--- src/idt_regs.vh ---
// Constants of the instruction decode and timing block: operation codes and cycle counts.
// Assumes inclusion by the decoder, its checker and its bench; definitions only.
`ifndef IDT_REGS_VH
`define IDT_REGS_VH
// Operation codes on op_reg
`define IDT_OP_NONE 6'h00
`define IDT_OP_MOV_IMM 6'h01
`define IDT_OP_LOAD_ACC 6'h02
`define IDT_OP_STORE_ACC 6'h03
`define IDT_OP_LOAD_SEG 6'h04
`define IDT_OP_MOVE_SIGN_EXTEND 6'h05
`define IDT_OP_MOVE_ZERO_EXTEND 6'h06
`define IDT_OP_POP_SEG 6'h07
`define IDT_OP_LOAD_POINTER_DATA_SEG 6'h08
`define IDT_OP_LOAD_POINTER_EXTRA_SEG 6'h09
`define IDT_OP_LOAD_POINTER_THIRD_SEG 6'h0A
`define IDT_OP_LOAD_POINTER_FOURTH_SEG 6'h0B
`define IDT_OP_LOAD_POINTER_STACK_SEG 6'h0C
`define IDT_OP_CLEAR_INT_ENABLE 6'h0D
`define IDT_OP_SET_INT_ENABLE 6'h0E
`define IDT_OP_CLEAR_TASK_SWITCHED 6'h0F
`define IDT_OP_SHIFT_BASE 6'h10
`define IDT_OP_DOUBLE_SHIFT_LEFT 6'h18
`define IDT_OP_DOUBLE_SHIFT_RIGHT 6'h19
`define IDT_OP_UNSIGNED_DIVIDE 6'h1A
`define IDT_OP_SIGNED_DIVIDE 6'h1B
`define IDT_OP_DECIMAL_ADJUST_MULTIPLY 6'h1C
`define IDT_OP_DECIMAL_ADJUST_DIVIDE 6'h1D
`define IDT_OP_UNSIGNED_MULTIPLY 6'h1E
`define IDT_OP_TEST 6'h1F
// Cycle counts, register form then memory form
`define IDT_CYC_MOV_IMM 6'h02
`define IDT_CYC_LOAD_ACC 6'h04
`define IDT_CYC_STORE_ACC 6'h02
`define IDT_CYC_SEG_REAL_REG 6'h02
`define IDT_CYC_SEG_REAL_MEM 6'h05
`define IDT_CYC_SEG_PROT_REG 6'h12
`define IDT_CYC_SEG_PROT_MEM 6'h13
`define IDT_CYC_EXT_REG 6'h03
`define IDT_CYC_EXT_MEM 6'h06
`define IDT_CYC_POP_SEG_REAL 6'h07
`define IDT_CYC_POP_SEG_PROT 6'h15
`define IDT_CYC_PTR_REAL 6'h07
`define IDT_CYC_PTR_PROT_SHORT 6'h16
`define IDT_CYC_PTR_PROT_LONG 6'h19
`define IDT_CYC_INT_FLAG 6'h08
`define IDT_CYC_CLEAR_TS 6'h06
`define IDT_CYC_ROT_CARRY_REG 6'h09
`define IDT_CYC_ROT_CARRY_MEM 6'h0A
`define IDT_CYC_SHIFT_REG 6'h03
`define IDT_CYC_SHIFT_MEM 6'h07
`define IDT_CYC_DIV_BYTE 6'h0E
`define IDT_CYC_DIV_WORD 6'h16
`define IDT_CYC_DIV_DWORD 6'h26
`define IDT_CYC_SIGNED_DIVIDE_BYTE 6'h13
`define IDT_CYC_SIGNED_DIVIDE_WORD 6'h1B
`define IDT_CYC_SIGNED_DIVIDE_DWORD 6'h2B
`define IDT_CYC_DIV_MEM_ADD 6'h03
`define IDT_CYC_ADJ_MUL 6'h11
`define IDT_CYC_ADJ_DIV 6'h13
`define IDT_CYC_MUL_BASE 6'h0C
`define IDT_CYC_MUL_BYTE_MAX 6'h05
`define IDT_CYC_MUL_WORD_MAX 6'h0D
`define IDT_CYC_MUL_DWORD_MAX 6'h1D
`define IDT_CYC_MUL_MEM_ADD 6'h03
`define IDT_CYC_TEST_REG 6'h02
`define IDT_CYC_TEST_MEM 6'h05
`define IDT_CYC_TEST_ACC 6'h02
`define IDT_CYC_EA_TWO_REG 6'h01
`endif

--- src/idt_decoder.v ---
// Instruction decoder and execution timer for data transfer, segment load, flag,
// arithmetic and shift groups. Assumes the prefetch queue presents whole decoded
// instruction bytes with a valid strobe and the datapath reports stall causes.
//
// Contract
// - Counting starts only once a fully fetched, decoded instruction is offered.
// - Wait states, hold requests or exceptions freeze the counter, lengthening execution.
// - Two general register address components add one cycle.
// - Register operand uses the lower count, memory operand the higher.
// - Component count reports prefixes, opcode bytes, one displacement, one immediate.
// - Opcode 1011wrrr loads register with immediate in 2 cycles.
// - Accumulator load from memory takes 4 cycles, store takes 2.
// - Segment load costs 2/5 real mode, 18/19 protected mode.
// - Sign and zero extending moves take 3 or 6 cycles.
// - One-byte segment pop costs 7 real, 21 protected.
// - Pointer loads with data or extra segment cost 7 real, 22 protected.
// - Escaped pointer loads cost 7 real; 25, 25, 22 protected.
// - Interrupt flag clear and set take 8 cycles with I/O privilege check.
// - Task switched clear takes 6 cycles, privileged in protected mode.
// - Shift field selects rotate, rotate through carry, shift or arithmetic shift.
// - Rotate through carry 9/10 cycles; other shifts and rotates 3/7.
// - Double precision shifts left and right cost 3 or 7 cycles.
// - Unsigned divide costs 14/17, 22/25, 38/41; divide faults are reported.
// - Signed divide costs 19/22, 27/30, 43/46.
// - Decimal adjust after multiply 17 cycles, before divide 19 cycles.
// - Unsigned multiply 12 plus operand dependent term; memory adds three.
// - Test updates flags from AND and writes no result; 2/5 or 2.
`timescale 1ns/1ps
`include "idt_regs.vh"
module idt_decoder #(
   parameter PREFIX_W = 2
) (
   input wire clk,
   input wire rst,
   input wire dec_valid,
   input wire [7:0] op0,
   input wire [7:0] op1,
   input wire [7:0] modrm,
   input wire [PREFIX_W-1:0] prefix_count,
   input wire prot_mode,
   input wire opsize32,
   input wire io_priv_ok,
   input wire cpl_zero,
   input wire ea_two_regs,
   input wire [31:0] mul_operand,
   input wire div_error,
   input wire exec_hold,
   output reg ready_reg,
   output reg busy_reg,
   output reg done_reg,
   output reg [5:0] op_reg,
   output reg [2:0] shift_op_field_reg,
   output reg [5:0] cycles_reg,
   output reg [3:0] comp_count_reg,
   output reg mem_operand_reg,
   output reg writes_result_reg,
   output reg fault_reg,
   output reg unknown_reg
);
   localparam ST_IDLE = 1'b0;
   localparam ST_EXEC = 1'b1;

   reg state_reg;
   reg [5:0] cnt_reg;
   reg [5:0] op_next;
   reg [5:0] cyc_next;
   reg [3:0] comp_next;
   reg mem_next;
   reg wr_next;
   reg fault_next;
   reg unk_next;
   reg uses_modrm;
   reg has_imm;
   reg has_disp;
   reg [1:0] size_sel;
   wire esc;
   wire is_mem;
   wire [2:0] sub;

   // Highest set bit of the multiplier, saturated to the size's range
   function [5:0] idt_mul_extra;
      input [31:0] val;
      input [5:0] lim;
      integer i;
      reg [5:0] top;
      begin
         top = 6'h00;
         for (i = 0; i < 32; i = i + 1) begin
            if (val[i])
               top = i[5:0];
         end
         idt_mul_extra = (top > lim) ? lim : top;
      end
   endfunction

   // Pick register or memory figure
   function [5:0] idt_pick;
      input m;
      input [5:0] r;
      input [5:0] mm;
      begin
         idt_pick = m ? mm : r;
      end
   endfunction

   // Escape byte, operand kind and sub-field are taken straight from the queue word
   assign esc = (op0 == 8'h0F);
   assign is_mem = (modrm[7:6] != 2'b11);
   assign sub = modrm[5:3];

   // Decode opcode bytes into operation, cycle figure and component count
   always @* begin
      op_next = `IDT_OP_NONE;
      cyc_next = 6'h01;
      mem_next = 1'b0;
      wr_next = 1'b1;
      fault_next = 1'b0;
      unk_next = 1'b0;
      uses_modrm = 1'b0;
      has_imm = 1'b0;
      has_disp = 1'b0;
      size_sel = op0[0] ? (opsize32 ? 2'h2 : 2'h1) : 2'h0;
      if (esc) begin
         uses_modrm = 1'b1;
         if (op1 == 8'hBE || op1 == 8'hBF) begin
            op_next = `IDT_OP_MOVE_SIGN_EXTEND;
            cyc_next = idt_pick(is_mem, `IDT_CYC_EXT_REG, `IDT_CYC_EXT_MEM);
         end else if (op1 == 8'hB6 || op1 == 8'hB7) begin
            op_next = `IDT_OP_MOVE_ZERO_EXTEND;
            cyc_next = idt_pick(is_mem, `IDT_CYC_EXT_REG, `IDT_CYC_EXT_MEM);
         end else if (op1 == 8'hB4 || op1 == 8'hB5 || op1 == 8'hB2) begin
            op_next = (op1 == 8'hB4) ? `IDT_OP_LOAD_POINTER_THIRD_SEG :
                      (op1 == 8'hB5) ? `IDT_OP_LOAD_POINTER_FOURTH_SEG :
                      `IDT_OP_LOAD_POINTER_STACK_SEG;
            cyc_next = !prot_mode ? `IDT_CYC_PTR_REAL :
                       (op1 == 8'hB2) ? `IDT_CYC_PTR_PROT_SHORT :
                       `IDT_CYC_PTR_PROT_LONG;
         end else if (op1 == 8'h06) begin
            uses_modrm = 1'b0;
            op_next = `IDT_OP_CLEAR_TASK_SWITCHED;
            cyc_next = `IDT_CYC_CLEAR_TS;
            fault_next = prot_mode && !cpl_zero;
         end else if (op1 == 8'hA4 || op1 == 8'hA5 || op1 == 8'hAC || op1 == 8'hAD) begin
            op_next = op1[3] ? `IDT_OP_DOUBLE_SHIFT_RIGHT : `IDT_OP_DOUBLE_SHIFT_LEFT;
            has_imm = !op1[0];
            cyc_next = idt_pick(is_mem, `IDT_CYC_SHIFT_REG, `IDT_CYC_SHIFT_MEM);
         end else begin
            uses_modrm = 1'b0;
            unk_next = 1'b1;
         end
      end else if (op0[7:4] == 4'hB) begin
         size_sel = op0[3] ? (opsize32 ? 2'h2 : 2'h1) : 2'h0;
         op_next = `IDT_OP_MOV_IMM;
         has_imm = 1'b1;
         cyc_next = `IDT_CYC_MOV_IMM;
      end else if (op0[7:1] == 7'h50) begin
         op_next = `IDT_OP_LOAD_ACC;
         has_disp = 1'b1;
         mem_next = 1'b1;
         cyc_next = `IDT_CYC_LOAD_ACC;
      end else if (op0[7:1] == 7'h51) begin
         op_next = `IDT_OP_STORE_ACC;
         has_disp = 1'b1;
         mem_next = 1'b1;
         cyc_next = `IDT_CYC_STORE_ACC;
      end else if (op0 == 8'h8E) begin
         uses_modrm = 1'b1;
         op_next = `IDT_OP_LOAD_SEG;
         cyc_next = prot_mode ?
                    idt_pick(is_mem, `IDT_CYC_SEG_PROT_REG, `IDT_CYC_SEG_PROT_MEM) :
                    idt_pick(is_mem, `IDT_CYC_SEG_REAL_REG, `IDT_CYC_SEG_REAL_MEM);
      end else if (op0 == 8'h07 || op0 == 8'h17 || op0 == 8'h1F) begin
         op_next = `IDT_OP_POP_SEG;
         mem_next = 1'b1;
         cyc_next = prot_mode ? `IDT_CYC_POP_SEG_PROT : `IDT_CYC_POP_SEG_REAL;
      end else if (op0 == 8'hC5 || op0 == 8'hC4) begin
         uses_modrm = 1'b1;
         op_next = op0[0] ? `IDT_OP_LOAD_POINTER_DATA_SEG : `IDT_OP_LOAD_POINTER_EXTRA_SEG;
         cyc_next = prot_mode ? `IDT_CYC_PTR_PROT_SHORT : `IDT_CYC_PTR_REAL;
      end else if (op0 == 8'hFA || op0 == 8'hFB) begin
         op_next = op0[0] ? `IDT_OP_SET_INT_ENABLE : `IDT_OP_CLEAR_INT_ENABLE;
         cyc_next = `IDT_CYC_INT_FLAG;
         fault_next = prot_mode && !io_priv_ok;
      end else if (op0[7:2] == 6'h34 || op0[7:1] == 7'h60) begin
         uses_modrm = 1'b1;
         has_imm = (op0[7:1] == 7'h60);
         op_next = `IDT_OP_SHIFT_BASE | {3'h0, sub};
         unk_next = (sub == 3'h6);
         if (sub[2:1] == 2'b01)
            cyc_next = idt_pick(is_mem, `IDT_CYC_ROT_CARRY_REG, `IDT_CYC_ROT_CARRY_MEM);
         else
            cyc_next = idt_pick(is_mem, `IDT_CYC_SHIFT_REG, `IDT_CYC_SHIFT_MEM);
      end else if (op0[7:1] == 7'h7B) begin
         uses_modrm = 1'b1;
         if (sub == 3'h0) begin
            op_next = `IDT_OP_TEST;
            has_imm = 1'b1;
            wr_next = 1'b0;
            cyc_next = idt_pick(is_mem, `IDT_CYC_TEST_REG, `IDT_CYC_TEST_MEM);
         end else if (sub == 3'h4) begin
            op_next = `IDT_OP_UNSIGNED_MULTIPLY;
            cyc_next = `IDT_CYC_MUL_BASE + idt_mul_extra(mul_operand,
                       (size_sel == 2'h0) ? `IDT_CYC_MUL_BYTE_MAX :
                       (size_sel == 2'h1) ? `IDT_CYC_MUL_WORD_MAX :
                       `IDT_CYC_MUL_DWORD_MAX)
                       + (is_mem ? `IDT_CYC_MUL_MEM_ADD : 6'h00);
         end else if (sub == 3'h6 || sub == 3'h7) begin
            op_next = sub[0] ? `IDT_OP_SIGNED_DIVIDE : `IDT_OP_UNSIGNED_DIVIDE;
            fault_next = div_error;
            if (sub[0])
               cyc_next = ((size_sel == 2'h0) ? `IDT_CYC_SIGNED_DIVIDE_BYTE :
                           (size_sel == 2'h1) ? `IDT_CYC_SIGNED_DIVIDE_WORD : `IDT_CYC_SIGNED_DIVIDE_DWORD)
                          + (is_mem ? `IDT_CYC_DIV_MEM_ADD : 6'h00);
            else
               cyc_next = ((size_sel == 2'h0) ? `IDT_CYC_DIV_BYTE :
                           (size_sel == 2'h1) ? `IDT_CYC_DIV_WORD : `IDT_CYC_DIV_DWORD)
                          + (is_mem ? `IDT_CYC_DIV_MEM_ADD : 6'h00);
         end else begin
            unk_next = 1'b1;
         end
      end else if (op0[7:1] == 7'h42) begin
         uses_modrm = 1'b1;
         op_next = `IDT_OP_TEST;
         wr_next = 1'b0;
         cyc_next = idt_pick(is_mem, `IDT_CYC_TEST_REG, `IDT_CYC_TEST_MEM);
      end else if (op0[7:1] == 7'h54) begin
         op_next = `IDT_OP_TEST;
         has_imm = 1'b1;
         wr_next = 1'b0;
         cyc_next = `IDT_CYC_TEST_ACC;
      end else if ((op0 == 8'hD4 || op0 == 8'hD5) && op1 == 8'h0A) begin
         has_imm = 1'b1; // The fixed second byte counts as one component
         op_next = op0[0] ? `IDT_OP_DECIMAL_ADJUST_DIVIDE : `IDT_OP_DECIMAL_ADJUST_MULTIPLY;
         cyc_next = op0[0] ? `IDT_CYC_ADJ_DIV : `IDT_CYC_ADJ_MUL;
      end else begin
         // Unlisted encodings still finish in one cycle so the queue never locks up
         unk_next = 1'b1;
      end
      // Mode field picks the figure; two-register addressing costs one more cycle
      if (uses_modrm) begin
         mem_next = is_mem;
         if (is_mem && ea_two_regs)
            cyc_next = cyc_next + `IDT_CYC_EA_TWO_REG;
      end
      // Prefixes, opcode bytes, modrm, one for the displacement, one for the immediate
      comp_next = {{(4-PREFIX_W){1'b0}}, prefix_count} + (esc ? 4'h2 : 4'h1)
                  + {3'h0, uses_modrm} + {3'h0, has_disp} + {3'h0, has_imm};
   end

   // Accept one instruction, then count its cycles down, freezing on stalls
   always @(posedge clk or posedge rst) begin
      if (rst) begin
         state_reg <= ST_IDLE;
         cnt_reg <= 6'h00;
         ready_reg <= 1'b0;
         busy_reg <= 1'b0;
         done_reg <= 1'b0;
         op_reg <= `IDT_OP_NONE;
         shift_op_field_reg <= 3'h0;
         cycles_reg <= 6'h00;
         comp_count_reg <= 4'h0;
         mem_operand_reg <= 1'b0;
         writes_result_reg <= 1'b0;
         fault_reg <= 1'b0;
         unknown_reg <= 1'b0;
      end else begin
         done_reg <= 1'b0;
         case (state_reg)
            ST_IDLE: begin
               ready_reg <= 1'b1;
               // Every result field is latched here and stands until the next accept
               if (dec_valid && ready_reg) begin
                  state_reg <= ST_EXEC;
                  ready_reg <= 1'b0;
                  busy_reg <= 1'b1;
                  cnt_reg <= cyc_next;
                  cycles_reg <= cyc_next;
                  op_reg <= op_next;
                  shift_op_field_reg <= sub;
                  comp_count_reg <= comp_next;
                  mem_operand_reg <= mem_next;
                  writes_result_reg <= wr_next && !unk_next;
                  fault_reg <= fault_next;
                  unknown_reg <= unk_next;
               end
            end
            default: begin
               // A held edge leaves the count untouched, so stalls stretch the instruction
               if (!exec_hold) begin
                  if (cnt_reg == 6'h01) begin
                     state_reg <= ST_IDLE;
                     busy_reg <= 1'b0;
                     done_reg <= 1'b1;
                     ready_reg <= 1'b1;
                  end else begin
                     cnt_reg <= cnt_reg - 6'h01;
                  end
               end
            end
         endcase
      end
   end
endmodule // idt_decoder

--- config.mk ---
export PLATFORM = sky130hd
export DESIGN_NAME = idt_decoder
export DESIGN_NICKNAME = d
export VERILOG_FILES = /design/src/idt_decoder.v
export VERILOG_INCLUDE_DIRS = /design/src
export SDC_FILE = /design/constraint.sdc
export NUM_CORES = 1
export LEC_CHECK = 0
export BUFFER_PORTS_ARGS = -buffer_cell sky130_fd_sc_hd__buf_2
export CAP_MARGIN = 20
export CELL_PAD_IN_SITES_DETAIL_PLACEMENT = 1
export CELL_PAD_IN_SITES_GLOBAL_PLACEMENT = 1
export CORE_MARGIN = 5
export CORE_UTILIZATION = 38
export CTS_BUF_LIST = sky130_fd_sc_hd__clkbuf_4 sky130_fd_sc_hd__clkbuf_8 sky130_fd_sc_hd__clkbuf_16
export DETAILED_ROUTE_END_ITERATION = 8
export PLACE_DENSITY = 0.87
export SLEW_MARGIN = 40
export SYNTH_ARGS = -nofsm -noshare
export SYNTH_HDL_FRONTEND = slang
export SYNTH_SLANG_ARGS = --single-unit
--- constraint.sdc ---
create_clock -name clk -period 1.7 [get_ports clk]
set_input_delay 0.085 -clock clk [delete_from_list [all_inputs] [get_ports clk]]
set_output_delay 0.085 -clock clk [all_outputs]
set_load 0.05 [all_outputs]
==> reports/results.txt, run 1 <==
status: stopped before the end
Last stage: global routing (5_1_grt)
Err: [ERROR DPL-0033] detailed placement checks failed during check placement.
Synth top area share: 0.2385
Die Y: 104.0 µm
antenna violations before repair: 1
I/O pins: 94
CTS Buffer Depth: 2
simple-gate share of the synthesized area: 0.3589
dominant cell type by area after synthesis: dfrtp_1
port bufs: 88
placement-stage cell area: 0.005152 mm²
Synth Register Bits: 32
Post-Synth Adder-Cell Area: 0.06113
htree depth: 2
worst setup endpoint GRT: cnt_reg[1]$_DFFE_PP0P_/D
Compound-Gate Fraction of Synth Area: 0.2482
total CTS buffers: 5
dominant synthesized flop cell: dfrtp_1
Post-Syn Nets: 535
EDFF count, synth: 0
Starting Density: 0.3868
post-synthesis cell count: 453
Synth area leaders: dfrtp_1 (24%), nand2_1 (6.8%), nor2_1 (6.6%)
row count: 34
synth cell count leaders: nand2_1 (61), nor2_1 (59), dfrtp_1 (32)
register area share after synthesis: 0.2385
largest family of logic cells by synthesized area: simple AND/OR/NAND/NOR gates
gpl congestion: 0.9357
post-DP HPWL: 14040 µm
largest net degree at the start of global routing: 33
CTS Sinks: 32
CTS root buf: clkbuf_8
kind of the worst endpoint: register data pin
Post-Synthesis Cell Area: 0.003357 mm²
Post-Synth XOR/XNOR Area: 0.02087
synth unique cells: 78
Synth Area per Inst: 7.411 µm²
asr flop ratio synth: 1.000
Synth warnings: 0
most frequent cell after synthesis: nand2_1
die width: 104.0 µm
mux cell area share after synthesis: 0.01528
-- metrics by stage --
step                      setup slack [ns]  instances    util
after floorplan                     -2.326        453       -
after global placement              -2.496        791  0.5937
after detailed placement            -2.989        791  0.5937
after CTS                           -2.422        813  0.6563
-- logic make-up after synthesis --
logic type / Yosys count
AND/OR/NAND/NOR: 228
AO/OA/AOI/OAI: 123
buffers and inverters: 42
flip-flops: 32
adder cells (fa/ha/maj): 14
XOR/XNOR: 8
multiplexers: 5
other: 1
-- what timing repair did --
item / in CTS
buffers inserted: 13
pin swaps: 32
gates resized for setup: 62
hold buffers: 1
endpoints found under the hold margin: 32
setup endpoints to repair: 25
==> run 2, diff against run 1 <==
==> config.mk (replaced) <==
export PLATFORM = sky130hd
export DESIGN_NAME = idt_decoder
export DESIGN_NICKNAME = d
export VERILOG_FILES = /design/src/idt_decoder.v
export VERILOG_INCLUDE_DIRS = /design/src
export SDC_FILE = /design/constraint.sdc
export NUM_CORES = 1
export LEC_CHECK = 0
export BUFFER_PORTS_ARGS = -buffer_cell sky130_fd_sc_hd__buf_2
export CAP_MARGIN = 20
export CORE_MARGIN = 5
export CORE_UTILIZATION = 40
export DETAILED_ROUTE_END_ITERATION = 8
export PLACE_DENSITY_LB_ADDON = 0.15
export SLEW_MARGIN = 40
export SYNTH_ARGS = -nofsm -noshare
export SYNTH_HDL_FRONTEND = slang
export SYNTH_SLANG_ARGS = --single-unit
==> run 2 against run 1 <==
Against the previous run:
- the flow now finishes, with violations (negative setup slack)
- synthesized cell count did not move
- synthesized area did not move
==> reports/results.txt, run 2 <==
final hold vios: 0
port bufs: 88 (unchanged)
Final Max Slew Viols: 0
ANT cells: 0
EDFF count, synth: 0 (unchanged)
WL/cell: 15.61 µm
max_cap viols: 0
R2R cell count: 6
worst skew pair latency: 0.28 ns
Synth top area share: 0.2385 (unchanged)
fmax: 0.2497 GHz
post-DP HPWL: 9673 µm (-31%)
antenna violations before repair: 0
register area: 802.0 µm²
core box area: 0.008217 mm²
P&R area growth vs syn: 77.00%
critical path launch point: mul_operand[24]
most frequent cell after synthesis: nand2_1
dominant cell type by area after synthesis: dfrtp_1
vias per cell: 5.456
RSZ-0062 raised after global routing: yes
DRT iter0 DRCs: 337
Hold Slack: 0.04749 ns
Post-Synthesis Cell Area: 0.003357 mm² (unchanged)
Synth area leaders: dfrtp_1 (24%), nand2_1 (6.8%), nor2_1 (6.6%)
dominant synthesized flop cell: dfrtp_1
Arrival @ worst endpoint: 4.22 ns
I/O pins: 94 (unchanged)
fin util: 0.7232
GRT Total Usage: 0.2359
DRC Markers: 0
register area share after synthesis: 0.2385 (unchanged)
CTS tree: built
synth cell count leaders: nand2_1 (61), nor2_1 (59), dfrtp_1 (32)
non-filler cells, final: 820
post-route setup slack: -2.305 ns
fillers: 638
first-pass iteration count of the detailed router: 5
CP endpoint kind: flip-flop
period utilisation layout: 2.356
CTS root buf: clkbuf_8
PD cells: 743.0 mW/mm²
row count: 33 (-2.9%)
die width: 101.6 µm (-2.3%)
VDD IR-drop max: 431.9 µV
most frequent cells in the layout: buf_4 (166), buf_2 (77), nor2_1 (55)
multi-input combinational cell area: 0.002820 mm²
Max FO, Critical Path: 3
post-synthesis cell count: 453 (unchanged)
Clock transition at path regs: 0.06 ns
CTS Buffer Depth: 2 (unchanged)
r2r startpoint: cnt_reg[3]
synth unique cells: 78 (unchanged)
GRT Residual Overflow: 0
Synth Area per Inst: 7.411 µm² (unchanged)
DP Cell Count: 785 (-0.76%)
P_leak: 2.822 nW
critical path capture point: cnt_reg[1]
layout cells sized above 1: 0.5035
most common cell after layout, fill and taps aside: buf_4
Period minus WS final: 4.005 ns
Starting Density: 0.4086 (+0.02174)
Synth Register Bits: 32 (unchanged)
Via Count: 4474
total CTS buffers: 5 (unchanged)
Post-Syn Nets: 535 (unchanged)
slew at the pin closest to its max-slew limit: 0.5080 ns
nets@finish: 797
Hold Path Class: input pin to flip-flop
crit path launch type: input pin
Setup Skew: 0.005589 ns
Crit Path Category: input pin to flip-flop
number of global-route vias before repair: 4308
Routed WL: 12800 µm
asr flop ratio synth: 1.000 (unchanged)
Critical Path RT: 1.91 ns
CTS Sinks: 32 (unchanged)
Reg2Reg Setup Slack: 0.09 ns
largest net degree at the start of global routing: 33
max_slew headroom: 0.6526
Die Y: 101.6 µm (-2.3%)
reg2reg end: cnt_reg[3]
# setup viols final: 18
die area: 0.01032 mm²
violated checks: negative setup slack
htree depth: 2 (unchanged)
gpl congestion: 0.9570 (+2.3%)
remaining antenna violation count: 0
first-pass GRT wire length: 19650 µm
Synth warnings: 0 (unchanged)
status: finished, violations left
-- run 2: worst max-delay path, stage by stage --
cell	delay (ns)
buf_6	0.09
or4_4	0.54
nor2_4	0.12
o21a_1	0.17
inv_2	0.06
ha_4	0.26
nand2_2	0.05
o21ai_2	0.15
o31ai_4	0.09
nand2b_1	0.12
ha_4	0.14
inv_2	0.03
fa_1	0.48
mux2i_1	0.07
a21oi_1	0.15
nor2_1	0.07
nor4b_2	0.28
a21oi_1	0.08
o41a_1	0.37
ha_2	0.33
mux2i_1	0.08
mux2_4	0.28
a21oi_2	0.11
-- run 2: worst min-delay path by stage --
stage	from	end	slack, ns	cells past startpoint
floorplan	exec_hold	done_reg	0.17	1
detailed placement	rst	shift_op_field_reg[2]	0.19	3
CTS	exec_hold	done_reg	0.05	2
global placement	rst	op_reg[2]	0.18	3
finish	exec_hold	done_reg	0.05	2
global route	exec_hold	done_reg	0.07	2
-- run 2: per-layer routing --
layer / routed length, µm / vias to the layer above / GRT usage
met3: 817 / 18 / 0.03237
met5: 0 / - / 0
met1: 5413 / 2089 / 0.3028
met4: 183 / 0 / 0.07566
met2: 6389 / 163 / 0.4085
li1: - / 2204 / -
-- run 2: cell type report --
type | instances | area share
clock buffer | 6 | 0.01221
sequential | 32 | 0.1350
inverter | 22 | 0.01474
timing repair buffer | 275 | 0.3405
multi-input combinational | 379 | 0.4746
clock inverter | 1 | 0.0008423
tap | 105 | 0.02211
-- run 2: cells by family after synthesis --
logic type,share of synthesized area
compound gates,0.2482
other cells,0.001117
buf+inv,0.05591
xor+xnor,0.02087
fa+ha+maj,0.06113
mux,0.01528
flops,0.2385
simple gates,0.3589
-- run 2: report_power, final --
part | switching, mW | internal (mW) | leakage [nW]
Sequential | 0.181 | 1.07 | 0.395
Clock | 0.266 | 0.278 | 0.0410
Combinational | 1.69 | 0.933 | 2.39
Total | 2.14 | 2.28 | 2.82
-- run 2: timing repair --
item,CTS,global route
hold buffers,1,0
gates cloned,0,0
setup endpoints to repair,23,24
pin swaps,31,32
endpoints found under the hold margin,32,0
gates resized for setup,59,50
buffers inserted,21,10
-- run 2: through the flow --
| stage | setup WS, ns | power [mW] | area, µm² | setup TNS (ns) |
|---|---|---|---|---|
| final | -2.305 | 4.415 | 5942 | -28.33 |
| after global routing | -2.459 | 4.688 | 5942 | -30.71 |
| after CTS | -2.261 | 4.369 | 5675 | -28.32 |
| after detailed placement | -2.683 | 3.719 | 5126 | -38.05 |
| after global placement | -2.532 | 3.660 | 5126 | -35.81 |
| after floorplan | -2.326 | 2.879 | 3466 | -28.34 |
Note: power is estimated with default switching activity, not from simulation.
==> run 3, diff against run 2 <==
--- a/config.mk
+++ b/config.mk
@@ -12,7 +12,8 @@
 export CORE_UTILIZATION = 40
 export DETAILED_ROUTE_END_ITERATION = 8
 export PLACE_DENSITY_LB_ADDON = 0.15
-export SLEW_MARGIN = 40
+export REMOVE_ABC_BUFFERS = 1
+export SLEW_MARGIN = 20
 export SYNTH_ARGS = -nofsm -noshare
 export SYNTH_HDL_FRONTEND = slang
 export SYNTH_SLANG_ARGS = --single-unit
==> run 3 against run 2 <==
Against the previous run:
- the flow still finishes with violations (negative setup slack)
- clock skew barely moved
- global-route usage rose by 0.51 points
- total power fell by 1.7%
- clock power barely moved
- critical endpoint unchanged
==> reports/results.txt, run 3 (synthesized netlist as in run 2, its figures left out) <==
max incr delay on CP: 0.55 ns (about the same)
number of global-route vias before repair: 4425 (+2.7%)
GRT Total Usage: 0.2410 (+0.005089)
CTS tree: built
Critical Path RT: 1.91 ns (about the same)
status: finished, violations left
violated checks: negative setup slack
DRT iter0 DRCs: 232 (-31%)
GR peak layer: met2
max_slew headroom: 0.6385 (-0.01408)
post-route setup slack: -2.357 ns (-0.05245 ns)
CP max stage cell: or4_4
CTS root buf: clkbuf_8
Hold Startpoint: exec_hold
fin util: 0.6921 (-0.03106)
Arrival @ worst endpoint: 4.27 ns (+0.05 ns)
GR met2 Demand/Resource: 0.4074 (-0.001006)
CTS Buffer Depth: 2 (unchanged)
worst path bufs/invs: 3 (unchanged)
met3 Resource Use GR: 0.03650 (+0.004132)
GRT Residual Overflow: 0 (unchanged)
remaining antenna violation count: 0 (unchanged)
Max FO, Critical Path: 3 (unchanged)
Int Pwr: 2.220 mW (-2.5%)
Via Count: 4423 (-1.1%)
# setup viols final: 17 (-1)
vias per cell: 5.488 (+0.58%)
htree depth: 2 (unchanged)
worst slack, placed: -2.767 ns (-0.08427 ns)
r2r startpoint: cnt_reg[3]
VDD IR-drop max: 351.4 µV (-19%)
hold endpoint: done_reg
Final TNS setup: -29.02 ns (-0.6890 ns)
final hold vios: 0 (unchanged)
slew at the pin closest to its max-slew limit: 0.5373 ns (+0.02931 ns)
Die Y: 101.6 µm (unchanged)
first-pass GRT wire length: 20360 µm (+3.6%)
CP top delay family: adder cells
max_cap viols: 0 (unchanged)
post-DP HPWL: 9766 µm (+0.96%)
I/O pins: 94 (unchanged)
most frequent cells in the layout: buf_4 (160), buf_2 (79), nand2_1 (56)
antenna violations before repair: 0 (unchanged)
reg2reg end: cnt_reg[4]
Starting Density: 0.4086 (unchanged)
port bufs: 88 (unchanged)
Period minus WS final: 4.057 ns (+0.05245 ns)
row count: 33 (unchanged)
crit-path cells: buf_6 > or4_4 > nor2_4 > o21a_1 > inv_2 > ha_4 > nand2_4 > o21ai_2 > o31ai_2 > nand2b_1 > ha_4 > inv_2 > fa_1 > mux2i_1 > a21oi_1 > nor2_1 > nor4b_2 > a21oi_1 > o41a_1 > ha_2 > mux2i_2 > mux2_4 > a21oi_2
first-pass iteration count of the detailed router: 5 (unchanged)
period utilisation layout: 2.387 (+0.03085)
core box area: 0.008217 mm² (unchanged)
Reg2Reg Setup Slack: 0 ns (-0.09 ns)
worst skew pair latency: 0.28 ns (about the same)
WL/cell: 15.64 µm (+0.19%)
hold path cells: 2 (unchanged)
Crit Path Category: input pin to flip-flop
die width: 101.6 µm (unchanged)
CP endpoint kind: flip-flop
P&R area growth vs syn: 69.40%
P_leak: 2.730 nW (-3.2%)
layout cells sized above 1: 0.4822 (-0.02133)
fmax: 0.2465 GHz (-1.3%)
Seq pwr share: 0.289 (+0.007)
Setup Skew: 0.005975 ns (+0.0003864 ns)
R2R cell count: 6 (unchanged)
fillers: 733 (+15%)
Clock transition at path regs: 0.07 ns (about the same)
ANT cells: 0 (unchanged)
GR Layer Usage met1: 0.3137 (+0.01092)
PD cells: 763.0 mW/mm² (+2.7%)
DRC Markers: 0 (unchanged)
Comb pwr share: 0.587 (-0.008)
register area: 800.8 µm² (-0.16%)
largest net degree at the start of global routing: 33 (unchanged)
nets@finish: 783 (-1.8%)
Routed WL: 12610 µm (-1.5%)
most common cell after layout, fill and taps aside: buf_4
multi-input combinational cell area: 0.002748 mm² (-2.6%)
Net Switching: 2.119 mW (-0.96%)
gpl congestion: 0.9254 (-3.3%)
crit path launch type: input pin
die area: 0.01032 mm² (unchanged)
RSZ-0062 raised after global routing: yes
Clk network pwr share: 0.124 (about the same)
switching share of power: 0.4884 (+0.003803)
Final Max Slew Viols: 0 (unchanged)
total CTS buffers: 5 (unchanged)
CTS Sinks: 32 (unchanged)
Hold Path Class: input pin to flip-flop
==> run 3: worst register-to-register path, delay by kind of cell, from the launching register on <==
kind | cells | cell delay, ns
and+or+nand+nor | 4 | 0.84
DFF | 1 | 0.43
AOI/OAI and AO/OA | 2 | 0.31
==> run 3: per-layer routing <==
| layer | share of wire | vias up |
|---|---|---|
| met5 | 0 | - |
| met4 | 0.025 | 0 |
| met3 | 0.062 | 28 |
| met2 | 0.48 | 149 |
| met1 | 0.43 | 2080 |
| li1 | - | 2166 |
==> run 3: area by class of cell <==
type                    count  area share
clock buffers               6     0.01276
clock inverters             1   0.0008801
inverters                  22     0.01452
multi-input cells         379      0.4832
flip-flops and latches     32      0.1408
well taps                 105     0.02310
repair buffers            261      0.3248
==> run 3: power by group through the flow <==
| stage | Sequential (mW) | Combinational (mW) | Clock [mW] |
|---|---|---|---|
| 6_report | 1.25 | 2.55 | 0.540 |
| 5_1_grt | 1.30 | 2.74 | 0.587 |
| 4_1_cts | 1.25 | 2.49 | 0.558 |
| 3_5_place_dp | 1.27 | 2.36 | 0 |
| 3_3_place_gp | 1.25 | 2.31 | 0 |
| 2_1_floorplan | 2.04 | 0.730 | 0 |
==> run 3: stage by stage <==
step / cells / area [µm²] / hold WS, ns / total power [mW]
final: 806 / 5687 / 0.05251 / 4.339
after global routing: 806 / 5687 / 0.04941 / 4.627
after CTS: 799 / 5517 / 0.04461 / 4.302
after detailed placement: 777 / 4957 / 0.1918 / 3.624
after global placement: 777 / 4957 / 0.1827 / 3.561
after floorplan: 433 / 3252 / 0.1678 / 2.775
==> run 3: worst max-delay path by stage <==
stage / from / to / slack (ns) / cells after the start
3_3_place_gp: mul_operand[24] / cnt_reg[5] / -2.60 / 21
5_1_grt: mul_operand[24] / cnt_reg[4] / -2.61 / 25
4_1_cts: mul_operand[11] / cnt_reg[5] / -2.29 / 22
6_report: mul_operand[24] / cnt_reg[1] / -2.36 / 23
3_5_place_dp: mul_operand[24] / cnt_reg[2] / -2.77 / 24
2_1_floorplan: mul_operand[24] / cnt_reg[5] / -2.47 / 20
==> run 3: repair_timing <==
action,4_1_cts,5_1_grt
endpoints found under the setup margin,22,23
hold endpoints to repair,32,0
resized for setup,77,29
setup buffers,14,7
pin swaps,34,18
hold buffers,1,0
==> run 4, diff against run 3 <==
--- a/config.mk
+++ b/config.mk
@@ -11,6 +11,7 @@
 export CORE_MARGIN = 5
 export CORE_UTILIZATION = 40
 export DETAILED_ROUTE_END_ITERATION = 8
+export GPL_TIMING_DRIVEN = 0
 export PLACE_DENSITY_LB_ADDON = 0.15
 export REMOVE_ABC_BUFFERS = 1
 export SLEW_MARGIN = 20
==> run 4 against run 3 <==
Against the previous run:
- the flow still finishes with violations (negative setup slack)
- critical path depth is the same
- core utilization shrank 13 points
- maximum frequency grew 1.2%
- total power shrank 4.2%
- combinational power shrank 11%
- count of clock-buffer cells in the layout grew 1
- setup slack gained 0.050 ns
- design area shrank 19%
- largest power group unchanged
==> reports/results.txt, run 4 (synthesized netlist as in run 2, its figures left out) <==
Setup Skew: 0.002958 ns (-0.003017 ns)
CTS tree: built
number of global-route vias before repair: 3416 (-23%)
final hold vios: 0 (unchanged)
I/O pins: 94 (unchanged)
DRC Markers: 0 (unchanged)
DP Cell Count: 626 (-19%)
Net Switching: 2.044 mW (-3.5%)
nets@finish: 632 (-19%)
core box area: 0.008217 mm² (unchanged)
VDD IR-drop max: 418.9 µV (+19%)
Final Max Slew Viols: 0 (unchanged)
remaining antenna violation count: 0 (unchanged)
largest net degree at the start of global routing: 33 (unchanged)
Die Y: 101.6 µm (unchanged)
row count: 33 (unchanged)
RSZ-0062 raised after global routing: yes
status: finished, violations left
Comb pwr share: 0.543 (-0.044)
overall power: 4.157 mW (-4.2%)
fillers: 828 (+13%)
Crit Path Category: input pin to flip-flop
Clk network pwr share: 0.149 (+0.025)
multi-input combinational cell area: 0.002796 mm² (+1.8%)
GRT Residual Overflow: 0 (unchanged)
total CTS buffers: 5 (unchanged)
port bufs: 88 (unchanged)
Max FO, Critical Path: 3 (unchanged)
P&R area growth vs syn: 36.90%
first-pass iteration count of the detailed router: 5 (unchanged)
gpl congestion: 0.9584 (+3.6%)
max_cap viols: 0 (unchanged)
CTS root buf: clkbuf_8
most common cell after layout, fill and taps aside: buf_2
CTS Buffer Depth: 2 (unchanged)
CTS Sinks: 32 (unchanged)
htree depth: 2 (unchanged)
# setup viols final: 17 (unchanged)
die area: 0.01032 mm² (unchanged)
switching share of power: 0.4918 (+0.003410)
Routed WL: 10410 µm (-17%)
PD cells: 904.4 mW/mm² (+19%)
period utilisation layout: 2.357 (-0.02919)
non-filler cells, final: 655 (-19%)
most frequent cells in the layout: buf_2 (77), nand2_1 (55), nor2_1 (55)
Clock transition at path regs: 0.06 ns (about the same)
worst skew pair latency: 0.28 ns (about the same)
Critical Path RT: 1.91 ns (about the same)
post-route setup slack: -2.308 ns (+0.04963 ns)
Hold Path Class: input pin to flip-flop
crit path launch type: input pin
GRT Total Usage: 0.1941 (-0.04692)
Seq pwr share: 0.308 (+0.019)
violated checks: negative setup slack
Via Count: 3763 (-15%)
Int Pwr: 2.112 mW (-4.8%)
layout cells sized above 1: 0.3564 (-0.1258)
register area: 800.8 µm² (unchanged)
post-DP HPWL: 7694 µm (-21%)
max_slew headroom: 0.5342 (-0.1043)
Period minus WS final: 4.008 ns (-0.04963 ns)
DRT iter0 DRCs: 234 (+0.86%)
die width: 101.6 µm (unchanged)
Final TNS setup: -27.10 ns (+1.927 ns)
CP endpoint kind: flip-flop
Arrival @ worst endpoint: 4.22 ns (-0.05 ns)
placement-stage cell area: 0.003826 mm² (-23%)
Starting Density: 0.4086 (unchanged)
P_leak: 1.993 nW (-27%)
first-pass GRT wire length: 16440 µm (-19%)
antenna violations before repair: 0 (unchanged)
Final Instance Area: 0.004596 mm² (-19%)
WL/cell: 15.90 µm (+1.6%)
slew at the pin closest to its max-slew limit: 0.6924 ns (+0.1551 ns)
ANT cells: 0 (unchanged)
fmax: 0.2495 GHz (+1.2%)
vias per cell: 5.745 (+4.7%)
[run 4: changes by cell type in the layout (fill, tap and decap cells not counted), moves of 2 or more]
| cell | previous run | this run |
|---|---|---|
| clkbuf_8 | 5 | 7 |
| o21ai_0 | 22 | 24 |
| buf_6 | 20 | 8 |
| nand3_2 | 4 | 2 |
| nand2_4 | 3 | 1 |
| nand2_2 | 3 | 6 |
| nor4_2 | 0 | 2 |
| nor4_1 | 9 | 6 |
| buf_4 | 160 | 20 |
| nand3_4 | 0 | 2 |
| o21ai_1 | 10 | 7 |
| buf_2 | 79 | 77 |
[run 4: worst max-delay path: stages]
cell      delay (ns)
buf_6           0.09
or4_4           0.55
nor2_4          0.13
o21a_1          0.17
inv_2           0.05
ha_4            0.26
nand2_2         0.06
o21ai_4         0.15
o31ai_4         0.09
nand2b_1        0.09
ha_2            0.18
inv_2           0.04
fa_1            0.47
mux2i_1         0.07
a21oi_1         0.15
nor2_1          0.07
nor4b_2         0.22
a21oi_1         0.09
o41a_1          0.39
ha_2            0.35
mux2i_2         0.08
mux2_4          0.28
a21oi_2         0.11
[run 4: final timing paths]
| kind | slack, ns | to | startpoint | cells after the start |
|---|---|---|---|---|
| max in group asynchronous | 0.83 | cnt_reg[0] | rst | 3 |
| hold / removal | 0.05 | done_reg | exec_hold | 2 |
| hold reg to reg | 0.46 | comp_count_reg[1] | comp_count_reg[1] | 2 |
| setup reg to reg | -0.11 | cnt_reg[4] | state_reg | 4 |
| setup / recovery | -2.31 | cnt_reg[1] | mul_operand[24] | 23 |
| min in group asynchronous | 0.44 | op_reg[0] | rst | 3 |
[run 4: what timing repair did]
item | CTS | global route
gates resized for setup | 82 | 28
setup endpoints to repair | 21 | 21
cloned | 0 | 1
endpoints found under the hold margin | 32 | 0
pin swaps | 33 | 13
hold buffers | 1 | 0
buffers inserted | 12 | 8
[run 4: area by class of cell]
class,count,share of cell area
tap,105,0.02859
timing repair buffer,109,0.1492
multi-input combinational,380,0.6085
clock buffer,7,0.02096
sequential,32,0.1742
inverter,22,0.01851
[run 4: metrics by stage]
stage / worst slack (ns) / hold slack, ns / utilization
global placement: -3.167 / 0.3355 / 0.4654
global route: -2.515 / 0.05190 / 0.5593
floorplan: -2.470 / 0.1678 / -
CTS: -2.295 / 0.04429 / 0.5346
finish: -2.308 / 0.05295 / 0.5593
detailed placement: -3.141 / 0.2194 / 0.4657
[run 4: routing by layer]
| metal | share of wire | track usage | wire [µm] | up-vias |
|---|---|---|---|---|
| li1 | - | - | - | 1870 |
| met1 | 0.46 | 0.2788 | 4772 | 1744 |
| met2 | 0.46 | 0.3094 | 4790 | 139 |
| met3 | 0.072 | 0.02617 | 753 | 10 |
| met4 | 0.0094 | 0.04499 | 98 | 0 |
| met5 | 0 | 0 | 0 | - |
[run 4: power groups by stage]
| stage | registers, mW | logic (mW) | clock network (mW) |
|---|---|---|---|
| floorplan | 2.04 | 0.730 | 0 |
| global placement | 1.28 | 2.04 | 0 |
| detailed placement | 1.28 | 2.08 | 0 |
| CTS | 1.27 | 2.21 | 0.639 |
| global route | 1.32 | 2.45 | 0.668 |
| finish | 1.28 | 2.26 | 0.621 |
